--- config.mk ---
export PLATFORM = sky130hd
export DESIGN_NAME = cso_regs
export DESIGN_NICKNAME = d
export VERILOG_FILES = /design/src/design/cso_pkg.sv /design/src/design/cso_regs.sv
export SDC_FILE = /design/constraint.sdc
export NUM_CORES = 1
export LEC_CHECK = 0
export BUFFER_PORTS_ARGS = -buffer_cell sky130_fd_sc_hd__buf_4
export CORE_ASPECT_RATIO = 0.5
export CORE_UTILIZATION = 51
export CTS_CLUSTER_SIZE = 16
export DETAILED_ROUTE_END_ITERATION = 10
export PLACE_DENSITY = 0.8
export SYNTH_ARGS = -nofsm -noshare
export SYNTH_HDL_FRONTEND = slang
export SYNTH_SLANG_ARGS = --single-unit
--- constraint.sdc ---
create_clock -name clk_sys -period 2.7 [get_ports clk_sys]
set_input_delay 0.135 -clock clk_sys [delete_from_list [all_inputs] [get_ports clk_sys]]
set_output_delay 0.135 -clock clk_sys [all_outputs]
set_load 0.1 [all_outputs]
--- src/design/cso_pkg.sv ---
// Package: register map, field positions, reset values and state types of the status bank
package cso_pkg;

    // ==========================================================================
    // Register offsets
    // ==========================================================================
    localparam logic [4:0] CSO_CAL_STROBE_ADDR = 5'h04;
    localparam logic [4:0] CSO_CAL_STATUS_ADDR = 5'h08;
    localparam logic [4:0] CSO_CAL_COUNT_ADDR = 5'h09;
    localparam logic [4:0] CSO_NVM_VALUES_ADDR = 5'h0a;
    localparam logic [4:0] CSO_NVM_PERMIT_ADDR = 5'h0b;
    localparam logic [4:0] CSO_NVM_ADDR_ADDR = 5'h0c;
    localparam logic [4:0] CSO_NVM_STROBE_ADDR = 5'h0d;
    localparam logic [4:0] CSO_ST_ENABLE_ADDR = 5'h0e;
    localparam logic [4:0] CSO_ST_RESULT_ADDR = 5'h0f;

    // ==========================================================================
    // Field positions
    // ==========================================================================
    localparam int CSO_STATUS_CAL_BUSY_BIT = 4;
    localparam int CSO_STATUS_NVM_BUSY_BIT = 5;
    localparam int CSO_NVM_PRG_FLAG_BIT = 13;
    localparam int CSO_NVM_IMAGE_WIDTH = 15;
    localparam int CSO_ST_BUSY_BIT = 16;
    localparam logic [3:0] CSO_FINE_CODE_MAX = 4'hb;
    localparam int CSO_ADJ_SHIFT = 10;

    // ==========================================================================
    // Reset values
    // ==========================================================================
    localparam logic CSO_PERMIT_RESET = 1'h0;
    localparam logic [3:0] CSO_BIT_ADDR_RESET = 4'h0;
    localparam logic CSO_ST_SELECT_RESET = 1'h0;
    localparam logic [15:0] CSO_CHECKSUM_RESET = 16'h0000;

    // ==========================================================================
    // Types
    // ==========================================================================
    typedef enum logic [1:0] {
        CSO_NVM_IDLE = 2'b00,
        CSO_NVM_PULSE = 2'b01,
        CSO_NVM_WAIT = 2'b10
    } cso_nvm_state_type;

    typedef struct packed {
        cso_nvm_state_type nvm_state;
        logic nvm_pulse;
        logic nvm_program_permit;
        logic [3:0] nvm_bit_addr;
        logic cal_running;
        logic cal_start;
        logic [3:0] fine_code;
        logic [23:0] raw_count;
        logic rc_self_test_select;
        logic self_test_running;
        logic self_test_start;
        logic [15:0] self_test_checksum;
        logic [23:0] rdata;
        logic enable_effective;
        logic nvm_apply;
        logic nvm_running;
    } cso_state_type;

endpackage : cso_pkg

--- src/design/cso_regs.sv ---
// Calibration status, nonvolatile image, nonvolatile programming and self-test register bank
`timescale 1ns/10ps
// ============================================================================
// Overview of operation
// RULE_01 - Status low nibble holds fine code 0..11
// RULE_02 - Status bits flag calibration and programming activity
// RULE_03 - Raw 24-bit calibration count readable, uncorrected
// RULE_04 - Read-only image of nonvolatile settings bits
// RULE_05 - Nonvolatile settings apply only with programmed flag
// RULE_06 - Clear programmed flag overrides enable bit zero
// RULE_07 - Host writes 4-bit nonvolatile bit address
// RULE_08 - Permit bit first, then strobe issues pulse
// RULE_09 - Self-test result: 16-bit checksum plus busy
// RULE_10 - Calibration strobe write starts calibration, self-test when selected
// RULE_11 - Signed correction added before fine decode
// RULE_12 - Read-only writes ignored, unused bits zero
module cso_regs
    import cso_pkg::*;
#(
    parameter int FINE_SHIFT = 12
) (
    input wire logic clk_sys,
    input wire logic sys_rst,
    input wire logic reg_wr_en,
    input wire logic reg_rd_en,
    input wire logic [4:0] reg_addr,
    input wire logic [23:0] reg_wdata,
    output logic [23:0] reg_rdata,
    input wire logic [8:0] meas_adj,
    input wire logic cal_done,
    input wire logic [23:0] cal_count,
    input wire logic self_test_done,
    input wire logic [15:0] self_test_crc,
    input wire logic [14:0] nvm_image,
    input wire logic nvm_program_done,
    input wire logic cfg_enable_bit0,
    output logic cal_start,
    output logic self_test_start,
    output logic rc_self_test_select,
    output logic nvm_program_permit,
    output logic [3:0] nvm_program_addr,
    output logic nvm_program_pulse,
    output logic nvm_program_running,
    output logic enable_effective,
    output logic nvm_settings_apply
);

    if (FINE_SHIFT < 1 || FINE_SHIFT > 20) begin : g_bad_shift
        $error("FINE_SHIFT out of range");
    end

    // ========================================================================
    // Fine code decode
    // ========================================================================
    function automatic logic [3:0] cso_decode(input logic [23:0] raw, input logic [8:0] adj);
        logic signed [25:0] sum;
        logic [25:0] shifted;
        sum = $signed({2'b00, raw}) + ($signed({{17{adj[8]}}, adj}) <<< CSO_ADJ_SHIFT); // RULE_11
        shifted = 26'(sum >>> FINE_SHIFT);
        if (sum < 0) begin
            cso_decode = 4'h0;
        end else if (shifted > 26'(CSO_FINE_CODE_MAX)) begin
            cso_decode = CSO_FINE_CODE_MAX; // RULE_01
        end else begin
            cso_decode = shifted[3:0];
        end
    endfunction : cso_decode

    // ========================================================================
    // State
    // ========================================================================
    cso_state_type s_q;
    cso_state_type s_d;
    logic wr_cal;
    logic wr_nvm_strobe;
    logic nvm_busy;

    assign wr_cal = reg_wr_en && (reg_addr == CSO_CAL_STROBE_ADDR);
    assign wr_nvm_strobe = reg_wr_en && (reg_addr == CSO_NVM_STROBE_ADDR);
    assign nvm_busy = (s_q.nvm_state != CSO_NVM_IDLE);

    always_comb begin
        s_d = s_q;
        s_d.cal_start = 1'b0;
        s_d.self_test_start = 1'b0;
        s_d.nvm_pulse = 1'b0;
        // Register writes; read-only offsets fall through untouched
        if (reg_wr_en) begin // RULE_12
            case (reg_addr)
                CSO_NVM_PERMIT_ADDR: begin
                    s_d.nvm_program_permit = reg_wdata[0];
                end
                CSO_NVM_ADDR_ADDR: begin
                    s_d.nvm_bit_addr = reg_wdata[3:0]; // RULE_07
                end
                CSO_ST_ENABLE_ADDR: begin
                    s_d.rc_self_test_select = reg_wdata[0];
                end
                default: begin
                end
            endcase
        end
        // Calibration: done clears busy, a new strobe wins
        if (cal_done) begin
            s_d.cal_running = 1'b0; // RULE_02
            s_d.raw_count = cal_count; // RULE_03
            s_d.fine_code = cso_decode(cal_count, meas_adj); // RULE_01
        end
        if (wr_cal) begin
            s_d.cal_start = 1'b1; // RULE_10
            s_d.cal_running = 1'b1;
        end
        // Self-test shares the calibration strobe
        if (self_test_done) begin
            s_d.self_test_running = 1'b0; // RULE_09
            s_d.self_test_checksum = self_test_crc;
        end
        if (wr_cal && s_q.rc_self_test_select) begin
            s_d.self_test_start = 1'b1; // RULE_10
            s_d.self_test_running = 1'b1;
        end
        // Nonvolatile bit programming sequence
        case (s_q.nvm_state)
            CSO_NVM_IDLE: begin
                if (wr_nvm_strobe && s_q.nvm_program_permit) begin // RULE_08
                    s_d.nvm_state = CSO_NVM_PULSE;
                    s_d.nvm_pulse = 1'b1;
                end
            end
            CSO_NVM_PULSE: begin
                s_d.nvm_state = nvm_program_done ? CSO_NVM_IDLE : CSO_NVM_WAIT;
            end
            CSO_NVM_WAIT: begin
                if (nvm_program_done) begin
                    s_d.nvm_state = CSO_NVM_IDLE; // RULE_02
                end
            end
            default: begin
                s_d.nvm_state = CSO_NVM_IDLE;
            end
        endcase
        s_d.nvm_running = (s_d.nvm_state != CSO_NVM_IDLE); // RULE_02
        // Programmed flag gates use of stored settings and enable bit zero
        s_d.nvm_apply = nvm_image[CSO_NVM_PRG_FLAG_BIT]; // RULE_05
        s_d.enable_effective = nvm_image[CSO_NVM_PRG_FLAG_BIT] && cfg_enable_bit0; // RULE_06
        // Read path; unused bits zero
        if (reg_rd_en) begin
            s_d.rdata = 24'h000000; // RULE_12
            case (reg_addr)
                CSO_CAL_STATUS_ADDR: begin
                    s_d.rdata[3:0] = s_q.fine_code; // RULE_01
                    s_d.rdata[CSO_STATUS_CAL_BUSY_BIT] = s_q.cal_running; // RULE_02
                    s_d.rdata[CSO_STATUS_NVM_BUSY_BIT] = nvm_busy;
                end
                CSO_CAL_COUNT_ADDR: begin
                    s_d.rdata = s_q.raw_count; // RULE_03
                end
                CSO_NVM_VALUES_ADDR: begin
                    s_d.rdata[CSO_NVM_IMAGE_WIDTH-1:0] = nvm_image; // RULE_04
                end
                CSO_NVM_PERMIT_ADDR: begin
                    s_d.rdata[0] = s_q.nvm_program_permit;
                end
                CSO_NVM_ADDR_ADDR: begin
                    s_d.rdata[3:0] = s_q.nvm_bit_addr;
                end
                CSO_ST_ENABLE_ADDR: begin
                    s_d.rdata[0] = s_q.rc_self_test_select;
                end
                CSO_ST_RESULT_ADDR: begin
                    s_d.rdata[15:0] = s_q.self_test_checksum; // RULE_09
                    s_d.rdata[CSO_ST_BUSY_BIT] = s_q.self_test_running;
                end
                default: begin
                end
            endcase
        end
    end

    always_ff @(posedge clk_sys) begin
        if (sys_rst) begin
            s_q <= '0;
            s_q.nvm_state <= CSO_NVM_IDLE;
            s_q.nvm_program_permit <= CSO_PERMIT_RESET;
            s_q.nvm_bit_addr <= CSO_BIT_ADDR_RESET;
            s_q.rc_self_test_select <= CSO_ST_SELECT_RESET;
            s_q.self_test_checksum <= CSO_CHECKSUM_RESET;
        end else begin
            s_q <= s_d;
        end
    end

    // ========================================================================
    // Outputs
    // ========================================================================
    assign reg_rdata = s_q.rdata;
    assign cal_start = s_q.cal_start;
    assign self_test_start = s_q.self_test_start;
    assign rc_self_test_select = s_q.rc_self_test_select;
    assign nvm_program_permit = s_q.nvm_program_permit;
    assign nvm_program_addr = s_q.nvm_bit_addr;
    assign nvm_program_pulse = s_q.nvm_pulse;
    assign nvm_program_running = s_q.nvm_running;
    assign enable_effective = s_q.enable_effective;
    assign nvm_settings_apply = s_q.nvm_apply;
endmodule : cso_regs

# Yosys cells after proc, flatten, opt, wreduce, memory -nomap -nowiden
# Cells that the tools add are included.
[word_totals]
register_bits = 84
output_inout_bits = 36
input_bits = 101
elab_cells = 61
[op_classes]
n_bitwise = 1
reduce_logical = 14
addsub = 1
magnitude_cmp = 2
muxes = 16
n_eq_ne = 11
[ops]
columns = ["operator", "count"]
rows = [
  ["5-bit by 4-bit == test with 1-bit output (second input constant)", 8],
  ["9-bit case mux with 3 select lines", 1],
  ["25-bit by 19-bit adder with 26-bit output", 1],
  ["26-bit by 4-bit > comparator with 1-bit output (second input constant)", 1],
  ["26-bit by 1-bit < comparator with 1-bit output (second input constant)", 1],
  ["3-bit case mux with 5 select lines", 1],
  ["2-bit 2-to-1 mux", 4],
  ["4-bit 2-to-1 mux", 2],
  ["2-bit case mux with 4 select lines", 1],
  ["2-bit nonzero test", 4],
  ["7-bit 2-to-1 mux", 1],
  ["1-bit case mux with 7 select lines", 1],
  ["2-bit case mux with 3 select lines", 1],
  ["2-bit AND reduction", 3],
  ["5-bit by 3-bit == test with 1-bit output (second input constant)", 1],
  ["1-bit logical AND", 5],
  ["2-bit case mux with 2 select lines", 1],
  ["3-bit 2-to-1 mux", 1],
  ["2-bit by 1-bit == test with 1-bit output (second input constant)", 1],
  ["2-bit == test (second input constant)", 1],
  ["2-bit logical NOT", 1],
  ["1-bit 2-to-1 mux", 2],
  ["2-bit OR reduction", 1],
  ["1-bit inverter", 1],
]

# Longest topological paths before layout
[depth]
ltp_word = 6
depth_mapped = 8
ltp_nobuf = 8

# Worst setup path after synthesis
# Ideal clock, no wire load.
[synth_path]
kind = "input to register"
startpoint = "in meas_adj[8]"
endpoint = "reg s_q[73] (netlist bit)"
t_required_ns = 2.557
path_buffers = 0
arrival_time_ns = 2.025
setup_time_ns = 0.143
setup_slack_ns = 0.532
path_stages = 8
cell_sequence = "ha_1 -> a21oi_1 -> nand4b_1 -> o21ai_2 -> nor2b_1 -> mux2_4 -> a2111oi_4 -> a22oi_1"
[synth_via]
elab_chain_len = 4
elab_cells_between_ends = 5
classes_between = "add/sub: 1; order compare: 2; mux: 2"
[synth_lines]
columns = ["item", "line_no", "source"]
rows = [
  ["start, declared", "cso_regs.sv:29", "input wire logic [8:0] meas_adj,"],
  ["25-bit by 19-bit adder with 26-bit output (*)", "cso_regs.sv:58", "sum = $signed({2'b00, raw}) + ($signed({{17{adj[8]}}, adj}) <<< CSO_ADJ_SHIFT);"],
  ["26-bit by 4-bit > comparator with 1-bit output", "cso_regs.sv:62", "end else if (shifted > 26'(CSO_FINE_CODE_MAX)) begin"],
  ["4-bit 2-to-1 mux", "cso_regs.sv:62", ""],
  ["4-bit 2-to-1 mux (*)", "cso_regs.sv:60", "if (sum < 0) begin"],
  ["end, declared", "cso_regs.sv:72", "cso_state_type s_q;"],
]
# Mark *: on every way between the ends. The rest lies on a longest branch, timed or not.
# A chain may end at the register's enable or synchronous reset.

# Worst setup path in the final report
[layout_path]
startpoint = "in meas_adj[5]"
endpoint = "reg s_q[73] (netlist bit)"
# Same word-level chain as after synthesis.

==> metrics <==
run status finished, final reports clean; nature of the critical path startpoint primary input; Gates resized, CTS repair 0; detailed-route wire length per cell 15.3 um; ratio of cells with drive above 1 in the final layout 0.270; Inserted Diodes 0; Placement Cell Area 5010 sq um; routability congestion estimate 0.853; worst IR drop on VDD 0.391 mV; number of sinks on the clock net 84; global-route wire length before repair 16200 um; Tightest Pin Transition 0.802 ns; all-layer global routing usage 0.247; Row Count 23; number of top-level design ports 137; number of filler cells placed in the layout 668; max-cap check violation count 0; clock insertion delay at the later pin of the skew report 0.35 ns; Slew Viols, Final 0; proportion of synthesized chip area in sequential cells 0.397; critical path type in -> reg; clk buf depth 2; final layout net count 680; clock root buffer sky130_fd_sc_hd__clkbuf_16; Final Instance Area 5360 sq um; hold buffers post-CTS 2; area of combinational cells with multiple inputs 2230 sq um; cell taking the most area after synthesis sky130_fd_sc_hd__dfxtp_1; Core Area 8030 sq um; initial antenna violation count 0; class of the worst hold path in -> reg; iteration-0 DRC count of the detailed router 238; maximum clock rate 0.463 GHz; count of buffers from port buffering 116; clock tree from TritonCTS built; Cells after Synth 479; die area 8700 sq um; area fraction of the dominant cell type after synthesis 0.397; Total Wirelength 10400 um; drc violations 0; post-CTS clock slew at the launch and capture registers of the worst setup and hold paths 0.06 ns; endpoint class of the critical path flip-flop; flip-flop and latch area 1680 sq um; worst slack after detailed placement 0.224 ns; average via count per standard cell 5.54; leakage component of the power 2.39 nW; ratio of total power to cell area 594 nW/um^2; leading register cell type out of synthesis sky130_fd_sc_hd__dfxtp_1; Pre-antenna DRT Iters 7; arrival time of data at the critical path endpoint 2.36 ns; total number of vias 3778; Congestion Overflow GR 0; die width 131 um; final hold violation count 0; Max Fanout on Critical Path 5; Setup violations, final 0; post-synthesis register bit count 84; count of synthesis-stage warnings from yosys 0; unrepaired setup endpoints after global routing false; Synth cell types 59; most common cell in the synthesized netlist sky130_fd_sc_hd__dfxtp_1; detailed placer's ending HPWL 7300 um; main area contributors after synthesis sky130_fd_sc_hd__dfxtp_1 (40%), sky130_fd_sc_hd__mux2i_1 (11%), sky130_fd_sc_hd__nor2_1 (6.8%); synthesized net count 594; Die Y-Extent 66.5 um; Starting Density 0.528; # Post-CTS Setup Buffers 0; TNS Setup 0 ns; area overhead of the layout relative to synthesis 26.6%; most frequent cells after synthesis sky130_fd_sc_hd__dfxtp_1 (84), sky130_fd_sc_hd__nor2_1 (77), sky130_fd_sc_hd__mux2i_1 (47); final critical-path share of the clock period 0.801; post-synthesis instance area 4240 sq um; min Tclk post-route 2.16 ns; Slew HR 0.462; required time worst endpoint 2.90 ns; EDFF count, synth 0; setup skew after layout 0.00816 ns; setup slack of the critical path after layout 0.538 ns; Avg Synthesized Cell Area 8.84 sq um; pin count of the biggest net entering global routing 44; via count of the first global-routing pass 3374; total CTS buffers 9; fraction of registers with async set or reset after synthesis 0; remaining antenna violation count after routing 0; CTS HTree Levels 3
[worst paths after layout]
| path | from | endpoint | slack (ns) | cells after the start |
|---|---|---|---|---|
| worst max-delay path | meas_adj[5] | s_q[73]$_SDFFE_PP0P_ | 0.54 | 9 |
| worst min-delay path | self_test_crc[9] | s_q[36]$_SDFFE_PP0P_ | 0.02 | 3 |
| worst max register to register | nvm_program_permit$_SDFFE_PP0P_ | reg_rdata[0]$_SDFFE_PP0P_ | 1.20 | 6 |
| worst min register to register | reg_rdata[17]$_SDFFE_PP0P_ | reg_rdata[17]$_SDFFE_PP0P_ | 0.46 | 2 |
[layer usage]
layer	wire, um	track usage	up-vias
met5	0	0	-
met2	4970	0.403	101
met4	135	0.0805	0
met3	524	0.0618	11
li1	-	-	1844
met1	4800	0.320	1822
[through the flow]
step                utilization  hold WS, ns  std cells  power, mW
finish                    0.668       0.0198        682       3.18
global route              0.668       0.0207        682       3.29
CTS                       0.668       0.0186        682       3.19
detailed placement        0.624        0.319        664       1.83
global placement          0.624        0.317        664       1.82
floorplan                     -        0.220        479       1.66
[cell families after synthesis]
group / Yosys count / share of synthesized area
AOI/OAI and AO/OA: 101 / 0.173
adders and majority gates: 14 / 0.0413
DFF: 84 / 0.397
xor gates and xnor gates: 7 / 0.0145
buffers and inverters: 59 / 0.0783
muxes: 49 / 0.117
and+or+nand+nor: 165 / 0.178
[cell usage in the layout, fill, tap and decap left out, types with 3 or more instances in the layout]
master	n
sky130_fd_sc_hd__a21oi_1	33
sky130_fd_sc_hd__nor2_1	76
sky130_fd_sc_hd__o21a_1	3
sky130_fd_sc_hd__a222oi_1	3
sky130_fd_sc_hd__nand2_1	31
sky130_fd_sc_hd__clkbuf_16	9
sky130_fd_sc_hd__mux2i_1	47
sky130_fd_sc_hd__o21ai_0	9
sky130_fd_sc_hd__nand2b_1	4
sky130_fd_sc_hd__a22oi_1	14
sky130_fd_sc_hd__inv_1	8
sky130_fd_sc_hd__a221oi_1	6
sky130_fd_sc_hd__nor3b_1	5
sky130_fd_sc_hd__nor3_1	13
sky130_fd_sc_hd__nand3_1	12
sky130_fd_sc_hd__dfxtp_1	84
sky130_fd_sc_hd__nor2b_1	3
sky130_fd_sc_hd__ha_1	14
sky130_fd_sc_hd__a211oi_1	8
sky130_fd_sc_hd__xnor2_1	4
sky130_fd_sc_hd__buf_4	124
sky130_fd_sc_hd__a21boi_0	3
sky130_fd_sc_hd__and2_1	3
sky130_fd_sc_hd__xor2_1	3
[sequential cells by signal (all words and copies together) (netlist names)]
register,count
cal_start,1
enable_effective,1
nvm_program_addr,4
nvm_program_permit,1
nvm_program_pulse,1
nvm_program_running,1
nvm_settings_apply,1
rc_self_test_select,1
reg_rdata,24
s_q,48
self_test_start,1
[where the power goes]
part           switching (mW)  internal (mW)  leakage (nW)
sequential             0.0257           1.29         0.687
combinational           0.281          0.219          1.54
clock                   0.527          0.843         0.160
[worst max-delay path: stages]
cell and delay [ns]:
sky130_fd_sc_hd__buf_4 0.11, sky130_fd_sc_hd__ha_1 0.37, sky130_fd_sc_hd__a21oi_1 0.25, sky130_fd_sc_hd__nand4b_1 0.18
sky130_fd_sc_hd__o21ai_2 0.23, sky130_fd_sc_hd__nor2b_1 0.20, sky130_fd_sc_hd__mux2_4 0.33, sky130_fd_sc_hd__a2111oi_4 0.43
sky130_fd_sc_hd__a22oi_1 0.12
[final cells by class]
class / count / share of cell area
Clock buffer: 10 / 0.0446
Clock inverter: 6 / 0.0175
Inverter: 8 / 0.00560
Multi-Input combinational cell: 336 / 0.415
Sequential cell: 84 / 0.314
Tap cell: 112 / 0.0261
Timing Repair Buffer: 126 / 0.177
No activity file was read; power rests on OpenSTA's default activity.
